File: config.mk
export PLATFORM = sky130hd
export DESIGN_NAME = bha_arbiter
export DESIGN_NICKNAME = d
export VERILOG_FILES = /design/src/rtl/bha_pkg.sv /design/src/rtl/bha_step_gen.sv /design/src/rtl/bha_arbiter.sv
export VERILOG_INCLUDE_DIRS = /design/src /design/src/rtl
export SDC_FILE = /design/constraint.sdc
export NUM_CORES = 1
export LEC_CHECK = 0
export ABC_AREA = 1
export BUFFER_PORTS_ARGS = -buffer_cell sky130_fd_sc_hd__buf_4
export CORE_ASPECT_RATIO = 1.1
export CORE_MARGIN = 4
export CORE_UTILIZATION = 35
export CTS_BUF_LIST = sky130_fd_sc_hd__clkbuf_8
export DETAILED_ROUTE_END_ITERATION = 7
export SLEW_MARGIN = 30
export SYNTH_ARGS = -nofsm -noshare
export SYNTH_HDL_FRONTEND = slang
export SYNTH_SLANG_ARGS = --single-unit
File: constraint.sdc
create_clock -name clk -period 1.3 [get_ports clk]
set_clock_uncertainty 0.15 [all_clocks]
set_input_delay 0.13 -clock clk [delete_from_list [all_inputs] [get_ports clk]]
set_output_delay 0.13 -clock clk [all_outputs]
set_load 0.005 [all_outputs]
File: src/rtl/bha_consts.svh
// constants of the bus handoff arbiter
// assumes nothing beyond a single 100 MHz clock
`ifndef BHA_CONSTS_SVH
`define BHA_CONSTS_SVH

`define BHA_OUT_W        9
`define BHA_OUT_S0       9'h040
`define BHA_OUT_S1       9'h1a0
`define BHA_OUT_S2       9'h190
`define BHA_OUT_S3       9'h188
`define BHA_OUT_S4       9'h184
`define BHA_OUT_S5       9'h082
`define BHA_OUT_S6       9'h081
`define BHA_OUT_RST      9'h040
`define BHA_BIT_AWARD    8
`define BHA_BIT_FLOAT    7
`define BHA_BIT_FLAG0    6
`define BHA_BIT_FLAG1    5
`define BHA_BIT_FLAG2    4
`define BHA_BIT_FLAG3    3
`define BHA_BIT_FLAG4    2
`define BHA_BIT_FLAG5    1
`define BHA_BIT_FLAG6    0
`define BHA_CLK_PERIOD_NS 10
`define BHA_STEP_NS      40
`define BHA_STEP_CYC     ((`BHA_STEP_NS + `BHA_CLK_PERIOD_NS - 1) / `BHA_CLK_PERIOD_NS)

`endif

File: src/rtl/bha_pkg.sv
// types of the bus handoff arbiter
// assumes bha_consts.svh sits beside it
package bha_pkg;
  // gray walk s0 s1 s2 s6 s5 s4 s3 along the usual path
  typedef enum logic [2:0] {
    BHA_S0 = 3'h0,
    BHA_S1 = 3'h1,
    BHA_S2 = 3'h3,
    BHA_S6 = 3'h2,
    BHA_S5 = 3'h6,
    BHA_S4 = 3'h7,
    BHA_S3 = 3'h5
  } bha_state_t;

  typedef struct packed {
    bha_state_t  state;
    logic [8:0]  word;
  } bha_core_t;

  typedef struct packed {
    logic [1:0]  cnt;
  } bha_tick_t;
endpackage

File: src/rtl/bha_step_gen.sv
// step enable divider for the bus handoff arbiter
// assumes one clock and an active-low asynchronous reset
`timescale 1ns/100ps
`include "bha_consts.svh"

module bha_step_gen
  import bha_pkg::*;
(
  // clock and reset
  input  wire logic clk,
  input  wire logic rst_n,
  // enable out
  output logic      step_en
);

  localparam logic [1:0] LAST = 2'(`BHA_STEP_CYC - 1);

  bha_tick_t s_q;
  bha_tick_t s_d;

  always_comb begin
    s_d = s_q;
    if (s_q.cnt == LAST) begin
      s_d.cnt = 2'h0;
    end else begin
      s_d.cnt = s_q.cnt + 2'h1;
    end
  end

  always_ff @(posedge clk or negedge rst_n) begin
    if (!rst_n) begin
      s_q <= '0;
    end else begin
      s_q <= s_d;
    end
  end

  assign step_en = (s_q.cnt == LAST);

endmodule // bha_step_gen

File: src/rtl/bha_arbiter.sv
// seven-state bus handoff arbiter with registered output word
// assumes request and confirm are synchronous to clk
`timescale 1ns/100ps
`include "bha_consts.svh"

module bha_arbiter
  import bha_pkg::*;
(
  // clock and reset
  input  wire logic clk,
  input  wire logic rst_n,
  // master handshake
  input  wire logic bus_want_in,
  input  wire logic master_confirm_in,
  // grant and host float
  output logic      bus_award_out,
  output logic      host_float_out,
  // state indicators
  output logic      phase_flag_0,
  output logic      phase_flag_1,
  output logic      phase_flag_2,
  output logic      phase_flag_3,
  output logic      phase_flag_4,
  output logic      phase_flag_5,
  output logic      phase_flag_6
);

  ////////////////////////////////////////////////////////////////////////
  // step enable

  logic      step_en;

  bha_step_gen u_step (
    .clk     (clk),
    .rst_n   (rst_n),
    .step_en (step_en)
  );

  ////////////////////////////////////////////////////////////////////////
  // decoding helpers

  // output word loaded on entry to a state
  function automatic logic [8:0] word_of(input bha_state_t s);
    logic [8:0] w;
    w = `BHA_OUT_S0;
    case (s)
      BHA_S0: begin
        w = `BHA_OUT_S0;
      end
      BHA_S1: begin
        w = `BHA_OUT_S1;
      end
      BHA_S2: begin
        w = `BHA_OUT_S2;
      end
      BHA_S3: begin
        w = `BHA_OUT_S3;
      end
      BHA_S4: begin
        w = `BHA_OUT_S4;
      end
      BHA_S5: begin
        w = `BHA_OUT_S5;
      end
      BHA_S6: begin
        w = `BHA_OUT_S6;
      end
      default: begin
        w = `BHA_OUT_S0;
      end
    endcase
    return w;
  endfunction

  // fresh request with nobody confirming
  function automatic logic fresh_req(
    input logic w,
    input logic c
  );
    return w && !c;
  endfunction

  // nobody requesting and nobody confirming
  function automatic logic all_quiet(
    input logic w,
    input logic c
  );
    return !w && !c;
  endfunction

  // grant phase ends when want drops or owner confirms
  function automatic logic grant_done(
    input logic w,
    input logic c
  );
    return !w || c;
  endfunction

  ////////////////////////////////////////////////////////////////////////
  // state and output word

  bha_core_t c_q;
  bha_core_t c_d;

  logic      want;
  logic      conf;

  assign want = bus_want_in;
  assign conf = master_confirm_in;

  always_comb begin
    c_d = c_q;
    if (step_en) begin
      // if-chains keep the listed branch order
      case (c_q.state)
        BHA_S0: begin
          if (fresh_req(want, conf)) begin
            c_d.state = BHA_S1;
            c_d.word  = word_of(BHA_S1);
          end else if (conf) begin
            c_d.state = BHA_S5;
            c_d.word  = word_of(BHA_S5);
          end else begin
            c_d.state = BHA_S0;
            c_d.word  = word_of(BHA_S0);
          end
        end
        BHA_S1: begin
          c_d.state = BHA_S2;
          c_d.word  = word_of(BHA_S2);
        end
        BHA_S2: begin
          if (grant_done(want, conf)) begin
            c_d.state = BHA_S6;
            c_d.word  = word_of(BHA_S6);
          end else begin
            c_d.state = BHA_S2;
            c_d.word  = word_of(BHA_S2);
          end
        end
        BHA_S3: begin
          if (!want) begin
            c_d.state = BHA_S6;
            c_d.word  = word_of(BHA_S6);
          end else if (fresh_req(want, conf)) begin
            c_d.state = BHA_S2;
            c_d.word  = word_of(BHA_S2);
          end else begin
            c_d.state = BHA_S3;
            c_d.word  = word_of(BHA_S3);
          end
        end
        BHA_S4: begin
          c_d.state = BHA_S3;
          c_d.word  = word_of(BHA_S3);
        end
        BHA_S5: begin
          if (want) begin
            c_d.state = BHA_S4;
            c_d.word  = word_of(BHA_S4);
          end else if (all_quiet(want, conf)) begin
            c_d.state = BHA_S0;
            c_d.word  = word_of(BHA_S0);
          end else begin
            c_d.state = BHA_S5;
            c_d.word  = word_of(BHA_S5);
          end
        end
        BHA_S6: begin
          c_d.state = BHA_S5;
          c_d.word  = word_of(BHA_S5);
        end
        default: begin
          c_d.state = BHA_S0;
          c_d.word  = word_of(BHA_S0);
        end
      endcase
    end
  end

  always_ff @(posedge clk or negedge rst_n) begin
    if (!rst_n) begin
      c_q.state <= BHA_S0;
      c_q.word  <= `BHA_OUT_RST;
    end else begin
      c_q <= c_d;
    end
  end

  ////////////////////////////////////////////////////////////////////////
  // outputs straight from the word register

  assign bus_award_out  = c_q.word[`BHA_BIT_AWARD];
  assign host_float_out = c_q.word[`BHA_BIT_FLOAT];
  assign phase_flag_0   = c_q.word[`BHA_BIT_FLAG0];
  assign phase_flag_1   = c_q.word[`BHA_BIT_FLAG1];
  assign phase_flag_2   = c_q.word[`BHA_BIT_FLAG2];
  assign phase_flag_3   = c_q.word[`BHA_BIT_FLAG3];
  assign phase_flag_4   = c_q.word[`BHA_BIT_FLAG4];
  assign phase_flag_5   = c_q.word[`BHA_BIT_FLAG5];
  assign phase_flag_6   = c_q.word[`BHA_BIT_FLAG6];

endmodule // bha_arbiter

=== Yosys cells after proc, flatten, opt, wreduce, memory -nomap -nowiden ===
Cells that the tools add are included.

* Register bits after elaboration: 14
* Bits in latches: 0
* Memory bits (writable): 0
* ROM bits: 0
* Input port bits: 4
* Output and inout bits: 9
* Logic and storage cells: 26
* Memories: 0

* Add/subtract/negate cells: 1
* Multiply operators: 0
* Div/mod/pow operators: 0
* Order comparisons: 0
* Equality and inequality tests: 7
* Shift operators: 0
* Mux-type cells: 9
* Bitwise operators: 0
* Reduce and logical (&&, ||, !) cells: 6

{| class="wikitable"
|+ Operator list
! cell !! number
|-
| $pmux 12 s7 || 1
|-
| $mux 12 || 6
|-
| $mux 10 || 1
|-
| $eq 3x3->1 const B || 3
|-
| $eq 3x2->1 const B || 2
|-
| $eq 3x1->1 const B || 1
|-
| $logic_not 3->1 || 1
|-
| $add 2x1->2 const B || 1
|-
| $eq 2x2->1 const B || 1
|-
| $logic_and 1x1->1 || 2
|-
| $logic_not 1->1 || 2
|-
| $mux 2 || 1
|-
| $logic_or 1x1->1 || 1
|}

=== Logic depth before layout (Yosys ltp) ===
* Word-level depth: 5
* Depth in mapped cells: 7
* Gate-level depth less buffers: 7

=== Hierarchy ===
Synthesis repeated with hierarchy kept, for this count alone.

* Cells, all modules: 85
* Area total of the unflattened synthesis: 661.9 um2

{| class="wikitable"
|+ Modules (own cells, without submodules)
! module !! times used !! cells an instance !! area an instance (um2) !! sequential area each (um2)
|-
| bha_arbiter || 1 || 81 || 595.6 || 276.5
|-
| bha_step_gen || 1 || 4 || 66.3 || 50.0
|}

=== Worst setup path before layout ===
OpenSTA, ideal clock, no wires.

* Kind: register -> register
* Start: register u_step.s_q[0] in the netlist's numbering
* End: register c_q[10] in the netlist's numbering
* Library setup time: 0.068 ns
* Arrival: 1.100 ns
* Required time: 1.082 ns
* Setup slack: -0.018 ns
* Stages on the path, launching flop included: 7
* Path buffers: 2
* Clock period less this slack: 1.318 ns
* Cell sequence: dfrtp_1 ha_1 buf_2 inv_1 buf_2 nand2_1 nand3_1

* Cells in the longest elaborated chain, start to end: 1

{| class="wikitable"
|+ RTL lines
! item !! line !! RTL
|-
| from (decl) || bha_step_gen.sv:18 || <nowiki>bha_tick_t s_q;</nowiki>
|-
| from (signal assigned) || bha_step_gen.sv:32 || <nowiki>s_q <= '0;</nowiki>
|-
| from (signal assigned) || bha_step_gen.sv:34 || <nowiki>s_q <= s_d;</nowiki>
|-
| $eq 2x2->1 || bha_step_gen.sv:38 || <nowiki>assign step_en = (s_q.cnt == LAST);</nowiki>
|-
| to (decl) || bha_arbiter.sv:102 || <nowiki>bha_core_t c_q;</nowiki>
|}

Every way passes these cells.
A chain may end at the register's enable or synchronous reset.

=== Worst setup path after layout ===
* Start: register c_q[11] in the netlist's numbering
* End: register c_q[9] in the netlist's numbering

* Cells in the longest elaborated chain, start to end: 2
* Elaborated cells on any way between the ends: 8
* Those cells by class: 6 x eq/ne; 1 x mux; 1 x reduce/logical

{| class="wikitable"
|+ RTL lines
! item !! line !! RTL
|-
| $eq 3x2->1 (tied with other cells) || bha_arbiter.sv:115 || <nowiki>case (c_q.state)</nowiki>
|-
| $pmux 12 s7 (*) || bha_arbiter.sv:115 ||
|}

Mark *: on every way between the ends. The rest lies on a longest branch, timed or not.

==> metrics <==
status finished clean; chip width 49.9 µm; Fin Setup TNS 0 ps; Final Util 0.490; 1st-iter DRT viols 18; core area 0.00180 mm²; Worst Path Arrival 1220 ps; initial antenna violation count 0; first-pass GRT wire length 2170 µm; dpl hpwl 1100 µm; Initial Utilization 0.375; EDFF count, synth 0; final global-route overflow total 0; f_max 806 MHz; Num CTS Buffers 3; Port Buffers 12; crit path max fanout 5; Max-cap violations 0; sequential element share of the synthesized area 0.483; clock buffer depth 2; Syn Area/Cell 7.77 µm²; Final #Nets 112; DRC Markers 0; share of cells above drive strength 1 0.340; Final Cycle Share 0.954; number of global-route vias before repair 547; Leak 0.000473 µW; io pins 13; Ant. Diodes 0; placed insts 119; Slew Viols, Final 0; syn_nets 92; Area Growth Syn to Fin 30.7%; Critical Path Start Type flip-flop; flops & latches, synth 13; Synth top area share 0.444; largest net degree at the start of global routing 14; max FFs per register 3; Yosys warning total 0; Clock Latency Late Sink 240 ps; Die Y 54.1 µm; cells after synthesis 87; Async SR Flop Fraction 1.00; Yosys cell types 18; post-synthesis cell area 676 µm²; critical path capture point type flip-flop; Worst IR Drop VDD 679 µV; total power draw 1730 µW; Tmin final 1240 ps; Max-slew headroom 0.890; Largest regs c_q x3, u_step.s_q x2; final-report setup violation count 0; CTS clk-pin slew, worst paths 50 ps; crit path kind reg2reg; Die Area 0.00270 mm²; leading area contributor after synthesis dfrtp_1; CTS root buffer clkbuf_8; # rows 16; main flop type after synthesis dfrtp_1; Hold Fails Final Rpt 0; Largest Register c_q; Total Routing Usage GR 0.108; top post-synthesis cells by count 33 x nand2_1, 12 x dfrtp_1, 7 x nand3_1; DR pass1 iterations 4; vias post-DR 627; Routed Antenna Nets 0; most common cell in the netlist nand2_1; Slew @ Worst Pin 164 ps; DR WL/cell 11.4 µm; RSZ-0062 raised after global routing yes; pwr/cell area 1960 mW/mm²; Total Wirelength 1410 µm; Non-Filler Instances 124; CTS sink cnt 13; H-tree levels 1; vias per std cell 5.06; worst path required time 1270 ps; WHS 88.7 ps; Routability Congestion 0.887; Hold WC Path Type in2reg; top post-synthesis cells by area dfrtp_1 44%, nand2_1 18%, nand3_1 5.2%; CTS tree done
[metrics by stage]
step,setup slack [ps],cell area [µm²]
6_report,59.6,883
5_1_grt,-11.2,883
4_1_cts,22.9,860
3_5_place_dp,36.8,805
3_3_place_gp,32.1,805
2_1_floorplan,13.9,678
[timing repair]
item,CTS,global route
hold endpoints to repair,13,0
endpoints found under the setup margin,0,10
hold buffers,1,0
resized for setup,0,10
buffers inserted,0,0
[final timing paths]
check,start,to,slack [ps],cells past startpoint
setup reg to reg,c_q[11],c_q[9],60,5
hold / removal,bus_want_in,phase_flag_6,90,4
hold reg to reg,u_step.s_q[0],u_step.s_q[0],270,1
min in group asynchronous,rst_n,phase_flag_4,120,2
max in group asynchronous,rst_n,phase_flag_0,650,2
setup / recovery,c_q[11],c_q[9],60,5
[kinds of logic after synthesis]
group / count (synthesis) / share of synthesized area
buffers and inverters: 13 / 0.0870
AOI/OAI and AO/OA: 12 / 0.104
DFF: 13 / 0.483
adders and majority gates: 1 / 0.0185
and+or+nand+nor: 48 / 0.307
[worst max-delay path, stage by stage, from the launching register on]
cell	delay, ps
dfrtp_2	440
buf_6	140
nand4_1	100
nand3_1	70
o21bai_1	150
nand2_1	60
[power breakdown]
part           total, µW  switching (µW)  leakage, µW  internal, µW
registers            686             135     0.000160           551
logic                696             358     0.000287           338
clock network        345             137    0.0000269           208
[metal layers]
| metal | vias to the layer above | global-route usage | wire [µm] |
|---|---|---|---|
| li1 | 318 | - | - |
| met1 | 287 | 0.134 | 665 |
| met2 | 18 | 0.174 | 652 |
| met3 | 4 | 0.0194 | 68 |
| met4 | 0 | 0.0691 | 25 |
| met5 | - | 0 | 0 |
[cells in the final DEF, fill, tap and decap left out]
master,synthesis,layout
ha_2,0,1
o21bai_1,1,1
dfrtp_2,0,3
nand3_1,7,6
o21ai_0,3,3
inv_1,6,6
a21oi_1,2,2
nand2_2,0,1
buf_4,0,15
o22ai_2,1,1
dfrtp_1,12,9
nand4_1,2,2
dlygate4sd3_1,0,1
nor2_2,0,1
inv_2,4,5
nor2_4,1,1
buf_6,1,2
clkbuf_8,0,3
dfstp_2,1,1
nand2_1,33,32
o21ai_1,5,5
nor2_1,4,3
nand3_2,1,2
[area by class of cell]
type | count | area (µm²)
fill | 183 | 918
multi-input combinational | 61 | 303
inverter | 10 | 37.5
clock buffer | 3 | 41.3
tap | 18 | 22.5
timing repair buffer | 18 | 145
sequential | 13 | 330
clock inverter | 1 | 3.75
(Power assumes the default switching activity.)
